## src/hdl/qdud_consts.svh

```systemverilog
// Purpose: named constants for the quad output update word decoder
// Assumes: 16-bit update word, four channels, 12-bit samples
// Notes:   definitions only
`ifndef QDUD_CONSTS_SVH
`define QDUD_CONSTS_SVH
`define QDUD_WORD_W      16
`define QDUD_DATA_W      12
`define QDUD_DATA_LSB    0
`define QDUD_DATA_MSB    11
`define QDUD_SEL_LSB     12
`define QDUD_SEL_MSB     15
`define QDUD_NCHAN       4
`define QDUD_CODE_MAX    12'hfff
`define QDUD_CODE_ZERO   12'h000
`define QDUD_SPAN_STEPS  13'h0fff
`define QDUD_SAMPLE_RST  12'h000
`define QDUD_RANGE_W     3
`define QDUD_RANGE_4_20MA 3'h0
`define QDUD_RANGE_BIP10  3'h1
`define QDUD_RANGE_BIP5   3'h2
`define QDUD_RANGE_UNI5   3'h3
`define QDUD_RANGE_UNI10  3'h4
`define QDUD_RANGE_RST    12'h000
`define QDUD_SEL_CH1      12
`define QDUD_SEL_CH2      13
`define QDUD_SEL_CH3      14
`define QDUD_SEL_CH4      15
`define QDUD_CH1          0
`define QDUD_CH2          1
`define QDUD_CH3          2
`define QDUD_CH4          3
`define QDUD_WORD_RST     16'hffff
`define QDUD_FLAGS_CLR    4'h0
`define QDUD_CURRENT_RST  4'hf
`define QDUD_CONFLICT_RST 1'h0
`endif

```

## src/hdl/qdud_pkg.sv

```systemverilog
// Purpose: types for the quad output update word decoder
// Assumes: constants header supplies widths
// Notes:   types only
`include "qdud_consts.svh"
package qdud_pkg;
   typedef logic [`QDUD_DATA_W-1:0]  qdud_sample_t;
   typedef logic [`QDUD_WORD_W-1:0]  qdud_word_t;
   typedef logic [`QDUD_RANGE_W-1:0] qdud_range_t;
   typedef enum logic [1:0]
   {
      QDUD_IDLE  = 2'b01,
      QDUD_APPLY = 2'b10
   } qdud_state_e;
endpackage

```

## src/hdl/qdud_chan.sv

```systemverilog
// Purpose: one output channel sample holder
// Assumes: load strobe and sample come from the same word
// Notes:   holds value while not loaded
`timescale 1ns/1ps
`include "qdud_consts.svh"
module qdud_chan
   import qdud_pkg::*;
(
   // clock and reset
   input  wire logic         core_clk,
   input  wire logic         rst,
   // load request
   input  wire logic         load,
   input  wire qdud_sample_t sample,
   // held value
   output qdud_sample_t      value
);
   typedef struct packed
   {
      qdud_sample_t value;
   } qdud_chan_s;

   qdud_chan_s st_reg;
   qdud_chan_s st_next;

   always_comb
   begin
      st_next = st_reg;
      if (load)
         st_next.value = sample;
   end

   always_ff @(posedge core_clk)
   begin
      if (rst)
         st_reg.value <= `QDUD_SAMPLE_RST;
      else
         st_reg <= st_next;
   end

   assign value = st_reg.value;
endmodule

```

## src/hdl/qdud_top.sv

```systemverilog
// Purpose: decode the 16-bit channel update word into four held samples
// Assumes: word and strobe come from host logic on core_clk
// Notes:   range codes are static configuration, decoded for status only
//          a bipolar ten volt and current mix is flagged, not blocked
//          codes change one clock after the strobe edge
//          selects are active low: a cleared bit loads its channel
//
// How it works
// - the sixteen output bits form one word carrying sample and channel selects.
// - word bits 12 to 15 select channels 1 to 4, one bit each.
// - on an update each channel with a cleared select bit loads the 12-bit sample.
// - a channel with its select bit set keeps its last sample.
// - word bits 0 to 11 are an unsigned code from 000 to fff hex.
// - code 0 maps to the range low limit and code fff to the high limit.
// - channels may be updated in any order on any update.
// - one code step is the range span divided by 4095.
// - after reset every channel's range is the 4 to 20 mA current range.
`timescale 1ns/1ps
`include "qdud_consts.svh"
module qdud_top
   import qdud_pkg::*;
(
   // clock and reset
   input  wire logic          core_clk,
   input  wire logic          rst,
   // update word from host
   input  wire qdud_word_t    channel_update_word,
   input  wire logic          update_strobe,
   // range configuration, three bits per channel
   input  wire logic [11:0]   range_cfg,
   // channel samples to converters
   output qdud_sample_t       chan1_code,
   output qdud_sample_t       chan2_code,
   output qdud_sample_t       chan3_code,
   output qdud_sample_t       chan4_code,
   // status
   output logic [3:0]         chan_loaded,
   output logic [3:0]         chan_is_current,
   output logic               range_conflict
);
   typedef struct packed
   {
      qdud_state_e  state;
      qdud_word_t   word;
      logic [3:0]   loaded;
      logic [3:0]   is_current;
      logic         conflict;
      logic [11:0]  range;
   } qdud_top_s;

   // decoder state except the held samples in one register
   qdud_top_s st_reg;
   qdud_top_s st_next;

   // select bits as the host sees them
   logic         chan1_hold_select;
   logic         chan2_hold_select;
   logic         chan3_hold_select;
   logic         chan4_hold_select;
   logic [3:0]   hold_vec;
   logic [3:0]   load_vec;
   logic         applying;
   qdud_sample_t sample;
   qdud_sample_t code_vec [`QDUD_NCHAN];

   // registered range of each channel
   qdud_range_t  range_ch1;
   qdud_range_t  range_ch2;
   qdud_range_t  range_ch3;
   qdud_range_t  range_ch4;
   logic [3:0]   cur_vec;
   logic [3:0]   bip10_vec;

   // range field of one channel
   function automatic qdud_range_t range_of(input logic [11:0] cfg, input int idx);
      range_of = cfg[idx*`QDUD_RANGE_W +: `QDUD_RANGE_W];
   endfunction

   // current loop range test
   function automatic logic range_is_current(input qdud_range_t code);
      range_is_current = (code == `QDUD_RANGE_4_20MA);
   endfunction

   // bipolar ten volt range test
   function automatic logic range_is_bip10(input qdud_range_t code);
      range_is_bip10 = (code == `QDUD_RANGE_BIP10);
   endfunction

   // one select bit of a word
   function automatic logic sel_bit(input qdud_word_t word, input int pos);
      sel_bit = word[pos];
   endfunction

   // data field of a word
   function automatic qdud_sample_t data_of(input qdud_word_t word);
      data_of = word[`QDUD_DATA_MSB:`QDUD_DATA_LSB];
   endfunction

   assign sample = data_of(st_reg.word);

   assign chan1_hold_select = sel_bit(st_reg.word, `QDUD_SEL_CH1);
   assign chan2_hold_select = sel_bit(st_reg.word, `QDUD_SEL_CH2);
   assign chan3_hold_select = sel_bit(st_reg.word, `QDUD_SEL_CH3);
   assign chan4_hold_select = sel_bit(st_reg.word, `QDUD_SEL_CH4);
   assign hold_vec          = {chan4_hold_select, chan3_hold_select, chan2_hold_select, chan1_hold_select};

   assign applying = (st_reg.state == QDUD_APPLY);
   assign load_vec = applying ? ~hold_vec : `QDUD_FLAGS_CLR;

   // per channel range fields
   assign range_ch1 = range_of(st_reg.range, `QDUD_CH1);
   assign range_ch2 = range_of(st_reg.range, `QDUD_CH2);
   assign range_ch3 = range_of(st_reg.range, `QDUD_CH3);
   assign range_ch4 = range_of(st_reg.range, `QDUD_CH4);

   assign cur_vec = {range_is_current(range_ch4),
                     range_is_current(range_ch3),
                     range_is_current(range_ch2),
                     range_is_current(range_ch1)};

   assign bip10_vec = {range_is_bip10(range_ch4),
                       range_is_bip10(range_ch3),
                       range_is_bip10(range_ch2),
                       range_is_bip10(range_ch1)};

   always_comb
   begin
      st_next            = st_reg;

      st_next.loaded     = load_vec;

      unique case (st_reg.state)
         QDUD_IDLE:
         begin
            if (update_strobe)
            begin
               st_next.word  = channel_update_word;
               st_next.state = QDUD_APPLY;
            end
            else
            begin
               st_next.state = QDUD_IDLE;
            end
         end
         QDUD_APPLY:
         begin
            if (update_strobe)
            begin
               st_next.word  = channel_update_word;
               st_next.state = QDUD_APPLY;
            end
            else
            begin
               st_next.state = QDUD_IDLE;
            end
         end
         default:
            st_next.state = QDUD_IDLE;
      endcase

      // range captured every cycle
      st_next.range      = range_cfg;

      st_next.is_current = cur_vec;

      st_next.conflict   = `QDUD_CONFLICT_RST;
      if ((|bip10_vec) && (|cur_vec))
         st_next.conflict = 1'h1;
   end

   always_ff @(posedge core_clk)
   begin
      if (rst)
      begin
         st_reg.state      <= QDUD_IDLE;
         st_reg.word       <= `QDUD_WORD_RST;
         st_reg.loaded     <= `QDUD_FLAGS_CLR;
         st_reg.is_current <= `QDUD_CURRENT_RST;
         st_reg.conflict   <= `QDUD_CONFLICT_RST;
         st_reg.range      <= `QDUD_RANGE_RST;
      end
      else
         st_reg <= st_next;
   end

   for (genvar g = 0; g < `QDUD_NCHAN; g++)
   begin : g_chan
      qdud_chan qdud_chan_i
      (
         .core_clk (core_clk),
         .rst      (rst),
         .load     (load_vec[g]),
         .sample   (sample),
         .value    (code_vec[g])
      );
   end

   // converter codes straight from holders
   assign chan1_code      = code_vec[`QDUD_CH1];
   assign chan2_code      = code_vec[`QDUD_CH2];
   assign chan3_code      = code_vec[`QDUD_CH3];
   assign chan4_code      = code_vec[`QDUD_CH4];

   // status straight from the state register
   assign chan_loaded     = st_reg.loaded;
   assign chan_is_current = st_reg.is_current;
   assign range_conflict  = st_reg.conflict;
endmodule
```

## config.mk

```make
export PLATFORM = sky130hd
export DESIGN_NAME = qdud_top
export DESIGN_NICKNAME = d
export VERILOG_FILES = /design/src/hdl/qdud_pkg.sv /design/src/hdl/qdud_chan.sv /design/src/hdl/qdud_top.sv
export VERILOG_INCLUDE_DIRS = /design/src /design/src/hdl
export SDC_FILE = /design/constraint.sdc
export NUM_CORES = 1
export LEC_CHECK = 0
export ABC_AREA = 1
export BUFFER_PORTS_ARGS = -buffer_cell sky130_fd_sc_hd__buf_2
export CAP_MARGIN = 25
export CORE_MARGIN = 3
export CORE_UTILIZATION = 30
export CTS_CLUSTER_DIAMETER = 30
export CTS_CLUSTER_SIZE = 25
export DETAILED_ROUTE_END_ITERATION = 7
export GPL_TIMING_DRIVEN = 0
export PLACE_DENSITY_LB_ADDON = 0.08
export SLEW_MARGIN = 20
export SYNTH_ARGS = -nofsm -noshare
export SYNTH_HDL_FRONTEND = slang
export SYNTH_HIERARCHICAL = 1
export SYNTH_SLANG_ARGS = --single-unit
```

## constraint.sdc

```tcl
create_clock -name core_clk -period 1.3 [get_ports core_clk]
set_input_delay 0.065 -clock core_clk [delete_from_list [all_inputs] [get_ports core_clk]]
set_output_delay 0.065 -clock core_clk [all_outputs]
set_load 0.03 [all_outputs]
```

==> summary.md, run 1 <==
| Metric | Value |
|---|---|
| Initial Utilization | `between 30% and 40%` |
| Core area | `10600 um^2` |
| CP Class | `register to register` |
| First-pass GRT wire length | `13400 um` |
| Max_cap viols | `0` |
| Ports | `88` |
| Mapped Area | `3350 um^2` |
| DR iter-0 viols | `145` |
| Worst setup margin | `roughly 0.084 ns` |
| Req. time, crit path | `between 1.5 and 2 ns` |
| Min Clock Period, post-route | `~1.2 ns` |
| Global Route Usage Sum | `13.5%` |
| Worst-path maximum fanout | `10` |
| HPWL Detailed | `5930 um` |
| Largest net degree at the start of global routing | `16` |
| CP startpoint kind | `register` |
| Pwr/cell area | `1230 nW/um^2` |
| Yosys top cell area share | `52.0%` |
| Yosys reg bits | `87` |
| Worst Max-Slew Pin Slew | `approximately 0.32 ns` |
| Commonest cells post-synth | `nand2_1, nor2_1, dfxtp_1, inv_1, nand3_1` |
| Finish-stage setup viols | `0` |
| Unrepaired setup endpoints after global routing | `false` |
| N_diodes | `0` |
| Wirelength per Cell | `roughly 11 um` |
| Final worst path period share | `93.5%` |
| Post-place instance area | `3950 um^2` |
| CTS Buffer Depth | `2` |
| RR Endpoint | `sample[11]$_SDFFE_PP1P_` |
| Total Die Area | `12500 um^2` |
| Vias | `about 3000` |
| Gate Count Post-Synth | `roughly 470` |
| FF-to-FF path depth | `7` |
| Synth area leader | `dfxtp_1` |
| Initial DRT Pass Iterations | `6` |
| Fin nets | `roughly 640` |
| Peak supply drop | `0.000633 V` |
| Die height | `112 um` |
| GR Overflow Total | `0` |
| Max reg flops | `48` |
| Number of synthesized flops with an enable pin | `0` |
| TritonCTS clock tree | `yes` |
| Final Skew | `between 0.015 and 0.02 ns` |
| PortBufs | `87` |
| Yosys warns | `6` |
| GPL Wtd Cong | `0.720` |
| Proportion of layout cells with a drive suffix above 1 | `23.9%` |
| CP Launch Point | `st_reg[37]$_SDFF_PP1_` |
| Worst rel slew slack | `between 70% and 80%` |
| Commonest register cell after synthesis | `dfxtp_1` |
| Pre-CTS setup slack | `-0.199 ns` |
| Clock Latency Late Sink | `0.35 ns` |
| Class of the worst hold path | `primary input to register` |
| Synth area leaders | `dfxtp_1, nand2_1, nor2_1, inv_1, buf_6` |
| Die X | `112 um` |
| # H-tree levels | `3` |
| Final hold vios | `0` |
| Final core occ | `43.0%` |
| Critical path capture point | `sample[11]$_SDFFE_PP1P_` |
| Asr flop ratio synth | `0%` |
| Final Max Slew Viols | `0` |
| Clk root buf | `clkbuf_8` |
| Reg2Reg Setup Slack | `0.08 ns` |
| Vias in the first global route | `2834` |
| Cell area after layout | `4560 um^2` |
| Clock-pin slew on the worst setup and hold paths | `about 0.090 ns` |
| Status | `complete, no violations` |
| Top reg by flops | `g_chan.qdud_chan_i/value` |
| Most common cell in the netlist | `nand2_1` |
| Crit path DAT | `1.45 ns` |
| RR Startpoint | `st_reg[37]$_SDFF_PP1_` |
| CTS buffer count | `9` |
| Syn nets | `506` |
| Initial antenna violation count | `0` |
| # DRC | `0` |
| Final ANT Viol Nets | `0` |
| Routed wire length | `8140 um` |
| Post-synthesis sequential area ratio | `between 50% and 60%` |
| Vias/cell | `between 3 and 4` |
| Worst Setup End Kind | `register` |
| Syn Area/Cell | `roughly 7.1 um^2` |
| # rows | `37` |
| Area growth syn-to-layout | `36.2%` |
| CTS sink count | `87` |
| F_max | `0.822 GHz` |
| Post-synthesis cell type count | `13` |
| Leakage power | `2.58 nW` |
[report_power, final]
part | internal [mW] | switching [mW] | total [mW] | leakage [nW]
registers | 2.77 | 0.118 | 2.88 | 0.711
clock network | 1.15 | 0.975 | 2.12 | 0.113
logic | 0.277 | 0.325 | 0.602 | 1.75
[how the worst min path moves through the flow]
stage / slack (ns) / to / from / depth (start not counted)
floorplan: 0.17 / range_ch1[0]$_SDFF_PP0_ / range_cfg[0] / 2
global placement: 0.27 / range_ch1[1]$_SDFF_PP0_ / range_cfg[1] / 3
detailed placement: 0.27 / range_ch4[2]$_SDFF_PP0_ / range_cfg[11] / 3
CTS: 0.06 / g_chan[3].qdud_chan_i/value[11]$_SDFFE_PP0P_ / rst / 4
global route: 0.10 / g_chan[1].qdud_chan_i/value[11]$_SDFFE_PP0P_ / rst / 4
finish: 0.08 / g_chan[3].qdud_chan_i/value[9]$_SDFFE_PP0P_ / rst / 4
[area by class of cell]
cell class,count,area [um^2]
Clock inverter,6,90.1
Tap cell,136,170
Inverter,74,283
Timing Repair Buffer,121,761
Buffer,26,209
Sequential cell,87,1740
Multi-Input combinational cell,287,1170
Fill cell,1132,6040
Clock buffer,10,138
[metal layers]
layer / track usage, % / share of wire, % / up-vias
li1: - / - / 1626
met1: 17.3 / 49 / 1244
met2: 22.5 / 46 / 57
met4: 4.62 / 1.5 / 0
met5: 0 / 0 / -
met3: 3.04 / 3.8 / 10
[repair_timing]
action / in CTS / in global routing
setup endpoints to repair: 58 / 57
resized for setup: 9 / 7
hold buffers: 28 / 0
hold endpoints to repair: 28 / 0
buffers inserted: 2 / 4
pin swaps: 1 / 2
[cell usage in the layout, fill, tap and decap left out]
| master | netlist | layout |
|---|---|---|
| buf_2 | 8 | 95 |
| buf_4 | 9 | 15 |
| buf_6 | 9 | 9 |
| bufinv_16 | 0 | 2 |
| clkbuf_8 | 0 | 10 |
| clkinv_2 | 0 | 1 |
| clkinvlp_4 | 0 | 1 |
| dfxtp_1 | 87 | 87 |
| dlygate4sd3_1 | 0 | 28 |
| ha_4 | 0 | 1 |
| inv_1 | 73 | 71 |
| inv_2 | 1 | 1 |
| inv_4 | 0 | 2 |
| inv_6 | 0 | 2 |
| nand2_1 | 144 | 143 |
| nand2_2 | 0 | 1 |
| nand3_1 | 16 | 15 |
| nand3_2 | 0 | 1 |
| nor2_1 | 120 | 116 |
| nor2_4 | 1 | 5 |
| nor3_1 | 4 | 4 |
| o21ai_0 | 1 | 1 |
[stage by stage]
stage	setup TNS [ns]	std cells	total power, mW	hold slack [ns]
6_report	0	747	5.61	0.0823
5_1_grt	0	747	5.89	0.102
4_1_cts	0	743	5.69	0.0560
3_5_place_dp	-7.10	697	3.45	0.270
3_3_place_gp	-6.56	697	3.44	0.269
2_1_floorplan	0	474	3.25	0.172
[kinds of logic (layout without fill, tap and decap cells)]
| family | Yosys count | in the layout | synth area share (%) |
|---|---|---|---|
| simple gates | 285 | 285 | 32.9 |
| buf+inv | 100 | 237 | 14.5 |
| flops | 87 | 87 | 52.0 |
| fa+ha+maj | 1 | 1 | 0.374 |
| compound gates | 1 | 1 | 0.149 |
[worst max-delay path, cell delays in order (launching register included)]
cell and delay, ns:
dfxtp_1 0.33, inv_2 0.04, ha_4 0.24, nor2_4 0.16, inv_4 0.07, buf_6 0.14
nand2_1 0.05, nand3_1 0.06
Power figures use the tool's default switching activity.
==> run 2, diff against run 1 <==
Settings changed: CORE_ASPECT_RATIO set to 0.75.
==> run 2 against run 1 <==
Clock-buffer cell count grew 2. First-iteration DRC count grew 2.1%. Cell count fell by 0.13%. Sequential power hardly changed. Sequential share of layout area down 0.91 points.
==> summary.md, run 2 (same netlist as run 1, synthesis figures left out) <==
| Metric | Value |
|---|---|
| Core area | `10600 um^2` |
| Worst Setup End Kind | `register` |
| Vias | `2962` |
| Area growth syn-to-layout | `39.6%` |
| Clk root buf | `clkbuf_16` |
| Depth of the worst hold-timing path | `4` |
| Die height | `97.5 um` |
| RR Endpoint | `sample[10]$_SDFFE_PP1P_` |
| Wirelength per Cell | `11.3 um` |
| Max_cap viols | `0` |
| Proportion of layout cells with a drive suffix above 1 | `about a quarter` |
| Sw frac | `22.3%` |
| HPWL Detailed | `just over 6000 um` |
| Final Max Slew Viols | `0` |
| Clock group share of total power | `46.0%` |
| # rows | `32` |
| Internal cell power | `5.01 mW` |
| Class of the worst hold path | `primary input to register` |
| Status | `complete, no violations` |
| CP Class | `register to register` |
| N_diodes | `0` |
| Global Route Usage Sum | `between 10% and 20%` |
| Final Skew | `approximately 0.0060 ns` |
| Die X | `approximately 130 um` |
| GPL Wtd Cong | `0.765` |
| CTS Buffer Depth | `2` |
| CTS buffer count | `9` |
| Ports | `88` |
| Post-route total power | `6.45 mW` |
| F_max | `0.828 GHz` |
| Layout Cells excl Fill | `746` |
| First-pass GRT wire length | `between 10000 and 15000 um` |
| Max reg flops | `48` |
| RR Startpoint | `st_reg[37]$_SDFF_PP1_` |
| Crit path DAT | `1.43 ns` |
| Initial Utilization | `31.7%` |
| Worst rel slew slack | `77.0%` |
| Pwr/cell area | `1380 nW/um^2` |
| Worst-path maximum fanout | `10` |
| Pre-CTS setup slack | `-0.187 ns` |
| Peak supply drop | `roughly 0.00052 V` |
| Initial DRT Pass Iterations | `4` |
| Critical hold path startpoint | `rst` |
| Final hold vios | `0` |
| Most common cell after layout, fill and taps aside | `nand2_1` |
| Worst setup margin | `0.0921 ns` |
| Commonest cells after routing, fill and taps aside | `nand2_1, nor2_1, buf_2, dfxtp_1, inv_1` |
| Final worst path period share | `approximately 93%` |
| FF-to-FF path depth | `7` |
| CP startpoint kind | `register` |
| PortBufs | `between 80 and 90` |
| Req. time, crit path | `1.52 ns` |
| Sequential power share | `between 40% and 50%` |
| Vias in the first global route | `roughly 2800` |
| # DRC | `0` |
| GR Overflow Total | `0` |
| Routed wire length | `8440 um` |
| Finish-stage setup viols | `0` |
| TritonCTS clock tree | `yes` |
| Placed Cells | `697` |
| Clock Latency Late Sink | `0.34 ns` |
| Worst Max-Slew Pin Slew | `0.345 ns` |
| # H-tree levels | `3` |
| Comb pwr share | `9.2%` |
| NetSw | `1.44 mW` |
| DR iter-0 viols | `148` |
| Fin nets | `638` |
| Worst Hold End | `g_chan[3].qdud_chan_i/value[9]$_SDFFE_PP0P_` |
| Top reg by flops | `g_chan.qdud_chan_i/value` |
| Min Clock Period, post-route | `1.21 ns` |
| Total Die Area | `12500 um^2` |
| Largest net degree at the start of global routing | `14` |
| Leakage power | `2.63 nW` |
| Clock-pin slew on the worst setup and hold paths | `0.06 ns` |
| Initial antenna violation count | `0` |
| Vias/cell | `3.97` |
| Final ANT Viol Nets | `0` |
| Reg2Reg Setup Slack | `between 0.09 and 0.1 ns` |
| CTS sink count | `87` |
[run 2: changes by cell type in the layout (fill, tap and decap cells not counted), sizes merged]
cell / previous run / this run
clkinv: 1 / 0
clkbuf: 10 / 12
inv: 76 / 74
clkinvlp: 1 / 0
bufinv: 2 / 3
[run 2: power by group through the flow]
stage               clock network [mW]  registers, mW  logic (mW)
floorplan                            0           2.92       0.331
global placement                     0           2.94       0.504
detailed placement                   0           2.94       0.506
CTS                               3.06           2.89       0.584
global route                      3.16           2.90       0.679
finish                            2.96           2.89       0.593
[run 2: layout make-up]
| type | count | area [um^2] |
|---|---|---|
| Buffer | 26 | 209 |
| Clock buffer | 12 | 256 |
| Clock inverter | 3 | 90.1 |
| Fill cell | 1087 | 5900 |
| Inverter | 74 | 283 |
| Multi-Input combinational cell | 287 | 1160 |
| Sequential cell | 87 | 1740 |
| Tap cell | 136 | 170 |
| Timing Repair Buffer | 121 | 761 |
[run 2: per-layer routing]
metal / global-route usage, % / part of all wire (%)
met3: 4.40 / 5.3
met2: 20.3 / 41
met1: 19.3 / 52
met5: 0 / 0
met4: 5.30 / 1.8
[run 2: how the worst max path moves through the flow]
stage                           from                                      endpoint  slack (ns)  cells after the start
6_report       st_reg[37]$_SDFF_PP1_                       sample[10]$_SDFFE_PP1P_        0.09                      7
5_1_grt        st_reg[37]$_SDFF_PP1_   g_chan[3].qdud_chan_i/value[4]$_SDFFE_PP0P_      -0.005                      8
4_1_cts        st_reg[37]$_SDFF_PP1_   g_chan[2].qdud_chan_i/value[4]$_SDFFE_PP0P_        0.02                      7
3_5_place_dp   st_reg[37]$_SDFF_PP1_  g_chan[3].qdud_chan_i/value[10]$_SDFFE_PP0P_       -0.19                      8
3_3_place_gp   st_reg[37]$_SDFF_PP1_   g_chan[3].qdud_chan_i/value[3]$_SDFFE_PP0P_       -0.17                      8
2_1_floorplan  st_reg[37]$_SDFF_PP1_                        sample[5]$_SDFFE_PP1P_        0.05                      7
[run 2: critical path, stage by stage, from the launching register on]
cell and delay [ns]:
dfxtp_1 0.32, inv_2 0.04, ha_4 0.23, nor2_4 0.16
inv_4 0.07, buf_6 0.14, nand2_1 0.05, nand3_1 0.07
[run 2: through the flow]
step,util (%),hold WS (ns),instance area [um^2],setup TNS (ns)
after floorplan,-,0.172,3350,0
after global placement,37.4,0.267,3950,-6.68
after detailed placement,37.4,0.270,3950,-7.39
after CTS,43.8,0.104,4630,0
after global routing,44.2,0.143,4670,-0.00537
final,44.2,0.110,4670,0
[run 2: repair_timing]
item,4_1_cts,5_1_grt
pin swaps,1,2
resized for setup,9,4
endpoints found under the hold margin,28,0
hold buffers,28,0
setup endpoints to repair,58,56
buffers inserted,2,4
==> run 3, diff against run 2 <==
Settings changed: BUFFER_PORTS_ARGS -buffer_cell sky130_fd_sc_hd__buf_2 to -buffer_cell sky130_fd_sc_hd__buf_4.
Clock period 1.3 ns to 1.2 ns, I/O delays scaled along.
==> run 3 against run 2 <==
The run now ends with negative setup slack left. Flip-flop and latch count unchanged. Sequential power is 8.7% higher. Cell area is 11% higher. First-iteration DRC count rose by 23%. Routed wire length increased by 9.8%. Non-clock buffer count rose by 10. Maximum frequency fell by 9.4%. Clock power is 11% lower. Combinational power up 33%. Clock-buffer cell count increased by 2. Register-to-register slack got worse by 0.23 ns. Via count increased by 4.5%. Critical endpoint is now g_chan[3].qdud_chan_i/value[5]$_SDFFE_PP0P_. Largest power group is now registers. Highest routed layer unchanged.
==> summary.md, run 3 (same netlist as run 1, synthesis figures left out) <==
| Metric | Value |
|---|---|
| Buf+Inv Stages, Crit Path | `4` |
| Final Max Slew Viols | `0` |
| Peak supply drop | `between 0.0006 and 0.0007 V` |
| Failing checks | `negative setup slack` |
| Initial DRT Pass Iterations | `4` |
| CP max stage delay | `0.30 ns` |
| Min Clock Period, post-route | `1.33 ns` |
| Core area | `10600 um^2` |
| Crit path DAT | `1.56 ns` |
| Final hold vios | `0` |
| CP startpoint kind | `register` |
| Final worst path period share | `111%` |
| Total Die Area | `12500 um^2` |
| Final ANT Viol Nets | `0` |
| Clk root buf | `clkbuf_16` |
| CP Class | `register to register` |
| Global Route Usage Sum | `15.2%` |
| Area growth syn-to-layout | `54.9%` |
| Vias in the first global route | `roughly 3000` |
| Finish-stage setup viols | `53` |
| # DRC | `0` |
| Largest net degree at the start of global routing | `18` |
| Most common cell after layout, fill and taps aside | `nor2_1` |
| Die X | `128 um` |
| Placed Cells | `697` |
| # rows | `32` |
| Worst rel slew slack | `77.1%` |
| CP most frequent cell | `buf_6` |
| Wirelength per Cell | `approximately 12 um` |
| Clock-pin slew on the worst setup and hold paths | `0.06 ns` |
| RR Startpoint | `st_reg[37]$_SDFF_PP1_` |
| Initial Utilization | `between 30% and 40%` |
| Worst-path maximum fanout | `7` |
| Commonest cells after routing, fill and taps aside | `nor2_1, buf_4, nand2_1, dfxtp_1, inv_1` |
| TritonCTS clock tree | `yes` |
| Crit path max-delay family | `buffers and inverters` |
| CTS Buffer Depth | `2` |
| Layout Cells excl Fill | `757` |
| HPWL Detailed | `6170 um` |
| Clock Latency Late Sink | `0.33 ns` |
| Final core occ | `49.1%` |
| Crit. path cell count | `9` |
| Class of the worst hold path | `primary input to register` |
| Critical path capture point | `g_chan[3].qdud_chan_i/value[5]$_SDFFE_PP0P_` |
| Vias | `3095` |
| Top reg by flops | `g_chan.qdud_chan_i/value` |
| Worst Setup End Kind | `register` |
| Leakage power | `2.83 nW` |
| GPL Wtd Cong | `0.749` |
| Worst setup margin | `-0.134 ns` |
| RR Endpoint | `g_chan[3].qdud_chan_i/value[5]$_SDFFE_PP0P_` |
| Cell Chain, Critical Path | `inv_2 -> ha_4 -> clkinvlp_4 -> buf_6 -> nor2_4 -> buf_6 -> nand2_2 -> nand2_1 -> nor2_1` |
| F_max | `0.750 GHz` |
| Routed wire length | `about 9300 um` |
| Max reg flops | `48` |
| N_diodes | `0` |
| Depth of the worst hold-timing path | `4` |
| Ports | `88` |
| CTS sink count | `87` |
| DR iter-0 viols | `182` |
| Final Skew | `0.00353 ns` |
| Max_cap viols | `0` |
| Reg2Reg Setup Slack | `-0.13 ns` |
| GR Overflow Total | `0` |
| Unrepaired setup endpoints after global routing | `true` |
| Vias/cell | `4.09` |
| CP Launch Point | `st_reg[37]$_SDFF_PP1_` |
| Worst path slowest cell | `dfxtp_1` |
| Initial antenna violation count | `0` |
| Proportion of layout cells with a drive suffix above 1 | `35.3%` |
| CTS buffer count | `9` |
| First-pass GRT wire length | `14800 um` |
| # H-tree levels | `3` |
| Req. time, crit path | `1.43 ns` |
| Fin nets | `650` |
| PortBufs | `87` |
| Worst Max-Slew Pin Slew | `between 0.3 and 0.4 ns` |
| Pwr/cell area | `~1300 nW/um^2` |
| Die height | `97.5 um` |
| Status | `complete, but fails checks` |
| Post-route total power | `6.57 mW` |
| FF-to-FF path depth | `9` |
==> run 3: cell count changes in the layout (fill, tap and decap cells not counted), moves of 2 or more <==
| cell | previous run | this run |
|---|---|---|
| buf_2 | 95 | 8 |
| nand2_2 | 0 | 49 |
| nor2_1 | 116 | 109 |
| buf_6 | 9 | 19 |
| nor3_2 | 0 | 2 |
| buf_4 | 15 | 100 |
| nor2_2 | 0 | 6 |
| clkbuf_8 | 2 | 4 |
| nand2_4 | 0 | 7 |
| bufinv_16 | 3 | 0 |
| nand2_1 | 144 | 88 |
| nor3_1 | 4 | 2 |
==> run 3: worst min-delay path, stage by stage <==
cell	delay [ns]
buf_4	0.13
inv_1	0.07
nand2_1	0.06
nor2_1	0.03
==> run 3: final cells by class <==
| type | count | area (um^2) |
|---|---|---|
| buffer | 25 | 205 |
| inverter | 74 | 287 |
| timing repair inverter | 2 | 11.3 |
| timing repair buffer | 132 | 1110 |
| sequential | 87 | 1740 |
| fill | 1083 | 5390 |
| multi-input combinational | 287 | 1370 |
| clock buffer | 14 | 284 |
| tap | 136 | 170 |
==> run 3: repair_timing <==
item | in CTS | in global routing
pin swaps | 65 | 35
endpoints found under the setup margin | 65 | 65
gates resized for setup | 56 | 52
hold buffers | 28 | 0
endpoints found under the hold margin | 28 | 0
gates cloned | 5 | 3
setup buffers | 8 | 3
==> run 3: how the worst min path moves through the flow <==
| stage | from | slack, ns | to |
|---|---|---|---|
| 2_1_floorplan | range_cfg[0] | 0.17 | range_ch1[0]$_SDFF_PP0_ |
| 3_3_place_gp | range_cfg[3] | 0.26 | range_ch2[0]$_SDFF_PP0_ |
| 3_5_place_dp | range_cfg[7] | 0.27 | range_ch3[1]$_SDFF_PP0_ |
| 4_1_cts | rst | 0.05 | g_chan[1].qdud_chan_i/value[9]$_SDFFE_PP0P_ |
| 5_1_grt | rst | 0.06 | g_chan[3].qdud_chan_i/value[9]$_SDFFE_PP0P_ |
| 6_report | rst | 0.06 | g_chan[3].qdud_chan_i/value[9]$_SDFFE_PP0P_ |
==> run 3: per-layer routing <==
metal	vias to the layer above	global-route usage (%)	share of wire, %
met3	9	4.67	6.0
li1	1649	-	-
met5	-	0	0
met1	1369	20.2	49
met2	68	23.9	44
met4	0	4.16	1.2
==> run 3: where the power goes <==
| part | internal, mW | switching, mW | total [mW] |
|---|---|---|---|
| registers | 3.00 | 0.137 | 3.14 |
| logic | 0.365 | 0.423 | 0.788 |
| clock network | 1.61 | 1.04 | 2.64 |
==> run 3: stage by stage <==
stage	hold WS (ns)	setup WS, ns	TNS [ns]	cell area, um^2
CTS	0.0451	-0.172	-7.02	4970
finish	0.0582	-0.134	-5.06	5180
floorplan	0.167	-0.0454	-1.76	3350
global placement	0.264	-0.280	-12.02	4170
global route	0.0581	-0.212	-9.79	5180
detailed placement	0.268	-0.307	-14.05	4170
